<file path="config.mk">
export PLATFORM = sky130hd
export DESIGN_NAME = rsp_top
export DESIGN_NICKNAME = d
export VERILOG_FILES = /design/src/rsp_pkg.sv /design/src/rsp_top.sv
export VERILOG_INCLUDE_DIRS = /design/src
export SDC_FILE = /design/constraint.sdc
export NUM_CORES = 1
export LEC_CHECK = 0
export BUFFER_PORTS_ARGS = -buffer_cell sky130_fd_sc_hd__buf_2
export CORE_MARGIN = 2
export CORE_UTILIZATION = 59
export CTS_CLUSTER_DIAMETER = 50
export CTS_CLUSTER_SIZE = 10
export DETAILED_ROUTE_END_ITERATION = 6
export PLACE_DENSITY_LB_ADDON = 0.3
export SLEW_MARGIN = 20
export SYNTH_ARGS = -nofsm -noshare
export SYNTH_HDL_FRONTEND = slang
export SYNTH_SLANG_ARGS = --single-unit
</file>
<file path="constraint.sdc">
create_clock -name clk -period 5.33 [get_ports clk]
set_clock_uncertainty 0.15 [all_clocks]
set_input_delay 0.533 -clock clk [delete_from_list [all_inputs] [get_ports clk]]
set_output_delay 0.533 -clock clk [all_outputs]
set_load 0.01 [all_outputs]
</file>
<file path="src/rsp_defines.svh">
//Operation
//eight selectable bit rates, one active
//factory bit rate is 57600 baud
//parity choice fixes seven or eight bits
//default format no parity, eight bits
//settings survive power loss, reset, preset; here nrst reloads the factory settings
//parallel or serial port, never both
//bus address 0 to 30, default 9
//five flow modes, XON/XOFF default
//XOFF 13H stops sending, XON 11H resumes
//DTR/DSR mode sends only while DSR
//drop DTR near 100 buffered characters
//RTS/CTS mode gates on CTS, drops RTS
//modem mode raises DTR, RTS when ready
//host paces itself when flow is off
//start, data, optional parity, one stop
`ifndef RSP_DEFINES_SVH
`define RSP_DEFINES_SVH

// ------------------------------------------------------------
// clock, bit timing, flow control and address limits
// ------------------------------------------------------------
`define RSP_CLK_HZ       10000000
`define RSP_FRAME_BITS   4'ha
`define RSP_NEAR_FULL    8'h64
`define RSP_XOFF_CHAR    8'h13
`define RSP_XON_CHAR     8'h11
`define RSP_ADDR_MAX     5'h1e

// ------------------------------------------------------------
// factory settings
// ------------------------------------------------------------
`define RSP_DEF_BAUD     3'h6
`define RSP_DEF_ADDR     5'h09

`endif

</file>
<file path="src/rsp_pkg.sv">
package rsp_pkg;

  // baud code 0..7 = 1200,2400,4800,9600,19200,38400,57600,115200
  typedef logic [2:0] rsp_baud_t;

  typedef enum logic [1:0] {RSP_PAR_NONE, RSP_PAR_EVEN, RSP_PAR_ODD} rsp_par_e;
  typedef enum logic [2:0] {RSP_FLOW_NONE, RSP_FLOW_XON, RSP_FLOW_DTR, RSP_FLOW_RTS,
                            RSP_FLOW_MODEM} rsp_flow_e;
  typedef enum logic {RSP_IF_PARALLEL, RSP_IF_SERIAL} rsp_if_e;

  typedef struct packed {
    rsp_baud_t  baud;
    rsp_par_e   par;
    rsp_flow_e  flow;
    rsp_if_e    iface;
    logic [4:0] addr;
  } rsp_cfg_s;

  typedef struct packed {
    logic       err;
    logic [7:0] data;
  } rsp_rx_s;

endpackage

</file>
<file path="src/rsp_top.sv">
`timescale 1ns/1ps
`include "rsp_defines.svh"
module rsp_top
  import rsp_pkg::*;
(
  input  wire logic       clk,
  input  wire logic       nrst,
  input  wire logic       cfg_we,
  input  rsp_cfg_s        cfg_wdata,
  output rsp_cfg_s        cfg_q,
  output logic            cfg_bad_q,
  output logic            ser_en_q,
  output logic            par_en_q,
  input  wire logic       tx_valid,
  input  wire logic [7:0] tx_data,
  output logic            tx_ready_q,
  output logic            txd_q,
  input  wire logic       rxd,
  output logic            rx_valid_q,
  output rsp_rx_s         rx_q,
  input  wire logic [7:0] rx_level,
  input  wire logic       dsr,
  input  wire logic       cts,
  output logic            dtr_q,
  output logic            rts_q
);
  typedef enum {RSP_IDLE, RSP_BUSY} rsp_st_e;
  // ------------------------------------------------------------
  // settings store
  // ------------------------------------------------------------
  // survive resets
  // only a write or nrst changes these; nrst reloads the factory settings
  wire addr_ok = (cfg_wdata.addr <= `RSP_ADDR_MAX);
  always_ff @(posedge clk or negedge nrst)
  begin
    if (!nrst)
    begin
      // factory settings
      cfg_q     <= '{`RSP_DEF_BAUD, RSP_PAR_NONE, RSP_FLOW_XON, RSP_IF_PARALLEL, `RSP_DEF_ADDR};
      cfg_bad_q <= 1'b0;
    end
    else
    begin
      cfg_bad_q <= cfg_we && !addr_ok;
      // address range
      if (cfg_we && addr_ok)
        cfg_q <= cfg_wdata;
    end
  end
  // one port enabled
  always_ff @(posedge clk or negedge nrst)
  begin
    if (!nrst)
    begin
      ser_en_q <= 1'b0;
      par_en_q <= 1'b1;
    end
    else
    begin
      ser_en_q <= (cfg_q.iface == RSP_IF_SERIAL);
      par_en_q <= (cfg_q.iface == RSP_IF_PARALLEL);
    end
  end
  // ------------------------------------------------------------
  // bit timing
  // ------------------------------------------------------------
  // eight rates
  localparam logic [15:0] DIV [8] = '{16'(`RSP_CLK_HZ / 1200), 16'(`RSP_CLK_HZ / 2400),
    16'(`RSP_CLK_HZ / 4800), 16'(`RSP_CLK_HZ / 9600), 16'(`RSP_CLK_HZ / 19200),
    16'(`RSP_CLK_HZ / 38400), 16'(`RSP_CLK_HZ / 57600), 16'(`RSP_CLK_HZ / 115200)};
  wire [15:0] div      = DIV[cfg_q.baud];
  wire        with_par = (cfg_q.par != RSP_PAR_NONE);
  // ------------------------------------------------------------
  // two-entry transmit buffer
  // ------------------------------------------------------------
  logic [7:0] buf_mem [2];
  logic       wr_ptr_q, rd_ptr_q;
  logic [1:0] cnt_q;
  logic       tx_go;
  wire        push = tx_valid && tx_ready_q;
  always_ff @(posedge clk or negedge nrst)
  begin
    if (!nrst)
    begin
      wr_ptr_q   <= 1'b0;
      rd_ptr_q   <= 1'b0;
      cnt_q      <= 2'h0;
      tx_ready_q <= 1'b0;
    end
    else
    begin
      wr_ptr_q   <= wr_ptr_q ^ push;
      rd_ptr_q   <= rd_ptr_q ^ tx_go;
      cnt_q      <= cnt_q + {1'b0, push} - {1'b0, tx_go};
      // ready is registered from the next count, so it never lags cnt_q; a pop frees room only next cycle
      tx_ready_q <= (cnt_q + {1'b0, push} - {1'b0, tx_go}) < 2'h2;
    end
  end
  always_ff @(posedge clk)
  begin
    if (push)
      buf_mem[wr_ptr_q] <= tx_data;
  end
  // ------------------------------------------------------------
  // transmit flow gate
  // ------------------------------------------------------------
  logic xon_q;
  // software pacing
  wire xon_ok  = (cfg_q.flow != RSP_FLOW_XON) || xon_q;
  // DSR gating
  wire dsr_ok  = !(cfg_q.flow == RSP_FLOW_DTR || cfg_q.flow == RSP_FLOW_MODEM) || dsr;
  // CTS gating
  wire cts_ok  = !(cfg_q.flow == RSP_FLOW_RTS || cfg_q.flow == RSP_FLOW_MODEM) || cts;
  wire send_ok = ser_en_q && xon_ok && dsr_ok && cts_ok;
  // ------------------------------------------------------------
  // transmitter
  // ------------------------------------------------------------
  rsp_st_e     tx_st_q;
  logic [15:0] tx_cnt_q;
  logic [3:0]  tx_bit_q;
  logic [9:0]  tx_sh_q;
  wire  [7:0]  head   = buf_mem[rd_ptr_q];
  wire         par_tx = (cfg_q.par == RSP_PAR_ODD) ^ (^head[6:0]);
  // width by parity
  wire         bit8   = with_par ? par_tx : head[7];
  // a character already started always completes; the gate acts between characters
  assign tx_go = (tx_st_q == RSP_IDLE) && (cnt_q != 2'h0) && send_ok;
  always_ff @(posedge clk or negedge nrst)
  begin
    if (!nrst)
    begin
      tx_st_q  <= RSP_IDLE;
      tx_cnt_q <= 16'h0;
      tx_bit_q <= 4'h0;
      tx_sh_q  <= 10'h3ff;
      txd_q    <= 1'b1;
    end
    else
    begin
      case (tx_st_q)
        RSP_IDLE:
        begin
          txd_q <= 1'b1;
          // frame layout
          if (tx_go)
          begin
            tx_sh_q  <= {1'b1, bit8, head[6:0], 1'b0};
            tx_cnt_q <= 16'h0;
            tx_bit_q <= 4'h0;
            tx_st_q  <= RSP_BUSY;
          end
        end
        RSP_BUSY:
        begin
          txd_q <= tx_sh_q[0];
          if (tx_cnt_q == div - 16'h1)
          begin
            tx_cnt_q <= 16'h0;
            tx_sh_q  <= {1'b1, tx_sh_q[9:1]};
            tx_bit_q <= tx_bit_q + 4'h1;
            if (tx_bit_q == `RSP_FRAME_BITS - 4'h1)
              tx_st_q <= RSP_IDLE;
          end
          else
            tx_cnt_q <= tx_cnt_q + 16'h1;
        end
        default: tx_st_q <= RSP_IDLE;
      endcase
    end
  end
  // ------------------------------------------------------------
  // receiver
  // ------------------------------------------------------------
  rsp_st_e     rx_st_q;
  logic [15:0] rx_cnt_q;
  logic [3:0]  rx_bit_q;
  logic [9:0]  rx_sh_q;
  wire         rx_tick = (rx_cnt_q == 16'h0);
  wire         rx_last = (rx_st_q == RSP_BUSY) && rx_tick && (rx_bit_q == `RSP_FRAME_BITS - 4'h1);
  wire  [9:0]  frame   = {rxd, rx_sh_q[9:1]};
  wire         par_rx  = (cfg_q.par == RSP_PAR_ODD) ^ (^frame[7:1]);
  wire  [7:0]  rx_chr  = with_par ? {1'b0, frame[7:1]} : frame[8:1];
  wire         rx_bad  = !frame[9] || (with_par && (frame[8] != par_rx));
  wire         is_ctl  = (cfg_q.flow == RSP_FLOW_XON) && !rx_bad &&
                         (rx_chr == `RSP_XOFF_CHAR || rx_chr == `RSP_XON_CHAR);
  always_ff @(posedge clk or negedge nrst)
  begin
    if (!nrst)
    begin
      rx_st_q    <= RSP_IDLE;
      rx_cnt_q   <= 16'h0;
      rx_bit_q   <= 4'h0;
      rx_sh_q    <= 10'h0;
      rx_valid_q <= 1'b0;
      rx_q       <= '0;
    end
    else
    begin
      rx_valid_q <= rx_last && !is_ctl;
      if (rx_last)
        rx_q <= '{rx_bad, rx_chr};
      case (rx_st_q)
        RSP_IDLE:
          // first sample lands in mid-bit of the start bit
          if (ser_en_q && !rxd)
          begin
            rx_cnt_q <= {1'b0, div[15:1]};
            rx_bit_q <= 4'h0;
            rx_st_q  <= RSP_BUSY;
          end
        RSP_BUSY:
          if (rx_tick)
          begin
            rx_sh_q  <= frame;
            rx_cnt_q <= div - 16'h1;
            rx_bit_q <= rx_bit_q + 4'h1;
            // a glitch shorter than half a bit is not a start
            if ((rx_bit_q == 4'h0 && rxd) || rx_last)
              rx_st_q <= RSP_IDLE;
          end
          else
            rx_cnt_q <= rx_cnt_q - 16'h1;
        default: rx_st_q <= RSP_IDLE;
      endcase
    end
  end

  // pause and resume characters
  always_ff @(posedge clk or negedge nrst)
  begin
    if (!nrst)
      xon_q <= 1'b1;
    else if (cfg_q.flow != RSP_FLOW_XON)
      xon_q <= 1'b1;
    else if (is_ctl && rx_last)
      xon_q <= (rx_chr == `RSP_XON_CHAR);
  end

  // ------------------------------------------------------------
  // modem control lines
  // ------------------------------------------------------------
  wire room = (rx_level < `RSP_NEAR_FULL);
  always_ff @(posedge clk or negedge nrst)
  begin
    if (!nrst)
    begin
      dtr_q <= 1'b0;
      rts_q <= 1'b0;
    end
    else
    begin
      // while the serial port is enabled, DTR follows buffer room in DTR mode and stays up in every other mode
      dtr_q <= ser_en_q && ((cfg_q.flow == RSP_FLOW_DTR) ? room : 1'b1);
      // RTS drops near full
      rts_q <= ser_en_q && ((cfg_q.flow == RSP_FLOW_RTS || cfg_q.flow == RSP_FLOW_MODEM) ? room : 1'b1);
    end
  end
endmodule // rsp_top

</file>
Yosys cells after proc, flatten, opt, wreduce, memory -nomap -nowiden
Memories as Yosys holds them, arrays and structs flattened.
Cells that the tools add are included.
Widths: inputs -> output; s select.
- bits in read-only memories: 128
- logic and storage cells: 153
- memories kept: 2
- input port bits: 37
- bits in writable memories: 16
- register bits after elaboration: 160
- memories (name ; words ; width ; read ports ; clocked after Yosys merged registers in ; write ports ; line ; text):
    (no name shown) ; 8 ; 16 ; 1 ; 0 ; 0 ; rsp_top.sv:71 ; wire [15:0] div = DIV[cfg_q.baud];
    buf_mem ; 2 ; 8 ; 1 ; 0 ; 1 ; rsp_top.sv:76 ; logic [7:0] buf_mem [2];
- magnitude comparators: 4
- reduce and logical (&&, ||, !) cells: 52
- equality and inequality tests: 21
- add/sub/neg operators: 7
- multiplexer cells: 34
- bitwise logic cells: 6
- operators by type and width (kind ; number):
    $mux 32 ; 6
    $pmux 32 s2 ; 2
    $logic_not 32->1 ; 3
    $mux 16 ; 6
    $eq 32x1->1 const B ; 2
    $pmux 16 s2 ; 2
    $eq 32x2->1 const B ; 1
    $sub 16x1->16 const B ; 2
    $mux 10 ; 2
    $pmux 10 s2 ; 1
    $logic_and 1x1->1 ; 19
    $add 16x1->16 const B ; 1
    $eq 16x16->1 ; 1
    $eq 8x5->1 const B ; 2
    $logic_not 16->1 ; 1
    $mux 4 ; 4
    $pmux 4 s2 ; 2
    $reduce_xor 7->1 ; 2
    $ne 2x2->1 const B ; 6
    $reduce_and 3->1 ; 4
    $reduce_bool 2->1 ; 5
    $add 4x1->4 const B ; 2
    $eq 4x4->1 const B ; 2
    $logic_or 1x1->1 ; 8
    other kinds (21) ; 38

Longest topological paths before layout
- word-level depth: 11
- depth in mapped cells: 17

Worst setup path before layout
OpenSTA, ideal clock, no wires.
- kind: register -> register
- start: reg cfg_q[11] (netlist name)
- end: reg tx_sh_q[5]
- setup slack: 1.352 ns
- arrival time: 3.744 ns
- required time: 5.095 ns
- period minus slack after synthesis: 3.978 ns
- stages on the path, launching flop included: 16
- path through: dfrtp_1 > ha_1 > clkbuf_1 > clkbuf_1 > nor2_1 > a21oi_1 > ha_1 > buf_4 > or3b_1 > nor4b_1 > nor3_2 > xnor2_1 > nand4bb_4 > o21ai_2 > buf_6 > mux2_1
- longest elaborated chain between the ends: 8
- RTL lines (element ; line ; text):
    start: declaration ; rsp_top.sv:10 ; output rsp_cfg_s cfg_q,
    start signal: assignment ; rsp_top.sv:39 ; cfg_q <= '{`RSP_DEF_BAUD, RSP_PAR_NONE, RSP_FLOW_XON, RSP_IF_PARALLEL, `RSP_DEF_ADDR};
    start signal: assignment ; rsp_top.sv:47 ; cfg_q <= cfg_wdata;
    $not 3->4 (implied by the code) ; rsp_top.sv:71 ;
    $mem_v2 8x16 ; -- ;
    $mux 16 (implied by the code) (2 in a row) ; rsp_top.sv:71 ;
    $sub 16x1->16 ; rsp_top.sv:156 ; if (tx_cnt_q == div - 16'h1)
    $eq 16x16->1 ; rsp_top.sv:156 ;
    $ne 2x2->1 (no line) ; -- ;
    $reduce_and 3->1 (no line) ; -- ;
    end signal: assignment ; rsp_top.sv:147 ; tx_sh_q <= {1'b1, bit8, head[6:0], 1'b0};
    end signal: assignment ; rsp_top.sv:159 ; tx_sh_q <= {1'b1, tx_sh_q[9:1]};
    end: declaration ; rsp_top.sv:121 ; logic [9:0] tx_sh_q;
No other way between the ends. The select of a mux whose other input is x is not followed.
A chain may end at the register's enable or synchronous reset.

Worst setup path after layout
- start: reg cfg_q[11] (netlist name)
- end: reg tx_sh_q[1]
Same word-level chain as after synthesis.

==> impl_metrics.yaml <==
detailed_routing:
  dr_total_vias: 4842
  ant_nets: 0
  drt_pre_antenna_iters: 5
  drtIter0Drc: 258
  routed_via_density: 5.91
  drc_errors: 0
  wl_per_cell_um: 16.6
  wl_mm: 13.6
critical_path:
  worst_r2r_path_depth: 12
  reg2reg_slack_ns: 0.70
  cp_max_fo: 20
  crit_required_ns: 5.49
  cp-start-kind: "flip-flop"
  reg2reg_to: "tx_sh_q[1]"
  worstReg2RegStart: "cfg_q[11]"
  arrival_ns: 4.78
  cp-end-kind: "flip-flop"
  criticalPathCategory: "flip-flop to flip-flop"
sta:
  tns_ns: 0
  fin_ws_ns: 0.702
  setup_viol: 0
  finalCritPeriodShare_pct: 86.8
  period_needed_ns: 4.63
  rsz0062_at_grt: "false"
  slew-limit-headroom_pct: 35.8
  worst_slew_pin_slew_ns: 0.963
  hold_violations: 0
  holdWs_ns: 0.178
  timing.fmax_mhz: 216
  finalMaxSlewViolations: 0
finish:
  antenna_cells: 0
  final_area_mm2: 0.00686
  area_delta_synth_final_pct: 8.79
  nets: 737
  final_layout_size_suffix_gt1_share_pct: 20.2
  final-seq-area_mm2: 0.00288
  multi_input_area_mm2: 0.00316
  layout.cells.non_filler: 819
  fill_cells: 844
placement:
  post_dp_cell_area_mm2: 0.00667
  place_inst: 802
  hpwlAfterDp_mm: 9.82
  gp_congestion: 0.887
  port_buffers: 65
  place_ws_ns: 0.922
hold_path:
  hold_class: "input pin to flip-flop"
  hold_path_end: "buf_mem[1][5]"
  hold_path_depth: 1
  hp-start: "tx_data[5]"
synthesis:
  netlist_top_cells_area: "dfrtp_1, edfxtp_1, dfstp_2, xnor2_1, ha_1"
  yosys.area_share.xor_xnor_pct: 7.02
  synth_compound_area_share_pct: 12.6
  netlist.area_leader.share_pct: 31.0
  synth_top_flop_cell: "dfrtp_1"
  seq_area_frac_synth_pct: 45.7
  synth.net_count: 690
  synthDistinctLibCells: 69
  synth-seq-cells: 111
  ys.warnings.count: 0
  synth_cells: 631
  synth_top_family_by_area: "simple AND/OR/NAND/NOR gates"
  muxShareOfSynthArea_pct: 7.82
  synthAdderAreaFrac_pct: 4.37
  yosysMostFrequentCell: "dfrtp_1"
  synth_area_per_cell_um2: 9.99
  netlist_top_cells_count: "dfrtp_1, nand2_1, nor2_1"
  ys_async_sr_fraction_pct: 85.6
  synth_edf_count: 16
  synth-simple-area-share_pct: 18.3
  synth_top_area_cell: "dfrtp_1"
  synth_area_mm2: 0.00631
cts:
  cts_max_level: 3
  clockBufferDepth: 2
  tritoncts: "done"
  clk_pin_slew_worst_paths_ns: 0.11
  numCtsBuffers: 9
  cts.sinks: 111
  root_buffer: "clkbuf_8"
  clk_latency_ns: 0.39
power_and_ir_drop:
  switching_share_pct: 37.8
  pwr-share-seq_pct: 48.5
  p_sw_uw: 1030
  powerDensity_mw_per_mm2: 398
  internal_power_uw: 1700
  irDropWorstVdd_mv: 0.308
  power_frac_comb_pct: 33.6
  leakagePower_uw: 0.00301
  clockPowerShare_pct: 18.0
grt:
  grt_pass1_wl_mm: 23.3
  grt_usage_pct: 25.4
  antenna_found_initial: 0
  grt_max_degree: 64
  grt_pass1_vias: 4758
  gr-total-overflow: 0
floorplan:
  core.rowCount: 37
  die_h_um: 107
  core_mm2: 0.0104
  start_util_pct: 60.8
  ios: 68
  design.die.area_mm2: 0.0115
  die_w_um: 107
outcome:
  status: "finished clean"
run:
  maxCapViolCount: 0
-- registers in the layout (all words and copies together) (netlist names), 2 cells and up --
name,flops
rx_bit_q,4
buf_mem,16
cfg_q,14
rx_sh_q,8
rx_q,9
cnt_q,2
rx_cnt_q,16
tx_sh_q,9
tx_bit_q,4
tx_cnt_q,16
-- worst max-delay path, cell delays in order, from the launching register on --
cell	delay [ns]
dfrtp_1	0.55
ha_1	0.67
nor2_1	0.08
a21oi_1	0.21
ha_1	0.46
or3b_1	0.48
o311a_1	0.33
nor3_2	0.19
xnor2_1	0.19
nand4bb_4	0.30
o21ai_2	0.39
buf_4	0.30
mux2i_1	0.23
-- per-layer routing --
metal,share of wire [%],up-vias,GRT usage [%]
met5,0,-,0
met4,0.89,0,5.95
met3,6.6,8,5.87
met2,48,168,41.3
met1,44,2341,34.8
li1,-,2325,-
-- cells by family (layout without fill, tap and decap cells) --
| logic type | Yosys count | count (layout) |
|---|---|---|
| simple gates | 216 | 216 |
| mux | 46 | 46 |
| xor+xnor | 49 | 49 |
| buf+inv | 63 | 115 |
| flops | 111 | 111 |
| compound gates | 124 | 124 |
| fa+ha+maj | 22 | 22 |
-- power groups by stage --
stage	combinational [µW]	clock [µW]	sequential, µW
after floorplan	776	0	1230
after global placement	863	0	1320
after detailed placement	910	0	1340
after CTS	918	499	1320
after global routing	1030	525	1360
final	917	490	1320
-- how the worst max path moves through the flow --
stage	startpoint	to	slack [ns]	depth (start not counted)
after floorplan	cfg_q[11]	tx_sh_q[5]	1.35	15
after global placement	cfg_q[11]	tx_sh_q[1]	1.02	12
after detailed placement	cfg_q[11]	tx_sh_q[1]	0.92	12
after CTS	cfg_q[11]	tx_sh_q[1]	0.82	12
after global routing	cfg_q[11]	tx_sh_q[1]	0.51	12
final	cfg_q[11]	tx_sh_q[1]	0.70	12
-- final cells by class --
class / instances / area share (%)
Sequential cell: 111 / 42.0
Inverter: 31 / 1.70
Tap cell: 136 / 2.48
Clock inverter: 6 / 0.766
Multi-Input combinational cell: 457 / 46.1
Timing Repair Buffer: 68 / 5.14
Clock buffer: 10 / 1.86
-- timing repair --
action                    4_1_cts  5_1_grt
hold buffers                    1        0
hold endpoints to repair       31        0
buffers inserted                0        0
resized for setup               0        0
-- per-stage QoR --
stage,utilization [%],power (µW)
3_5_place_dp,64.3,2250
6_report,66.2,2730
4_1_cts,66.2,2740
2_1_floorplan,-,2010
3_3_place_gp,64.3,2190
5_1_grt,66.2,2920
-- cells in the final DEF (no fill, tap or decap), types with 4 or more instances in the layout --
cell / instances
a31oi_1: 4
nand3b_1: 4
clkbuf_8: 9
nor3_1: 12
inv_1: 31
o211ai_1: 10
dfstp_2: 17
mux2_2: 23
ha_1: 22
dfrtp_1: 78
nor4_1: 5
nand2b_1: 9
a21oi_1: 24
nor2b_1: 11
o21a_1: 5
xor2_1: 16
and3_1: 8
buf_2: 64
nand2_1: 62
or4_1: 4
o31ai_1: 9
nand3_1: 11
nand4_1: 13
mux2i_1: 20
or2_2: 4
edfxtp_1: 16
nor2_1: 46
xnor2_1: 32
nor3b_1: 4
or3_1: 4
o21ai_0: 44
Note: power is estimated with default switching activity, not from simulation.
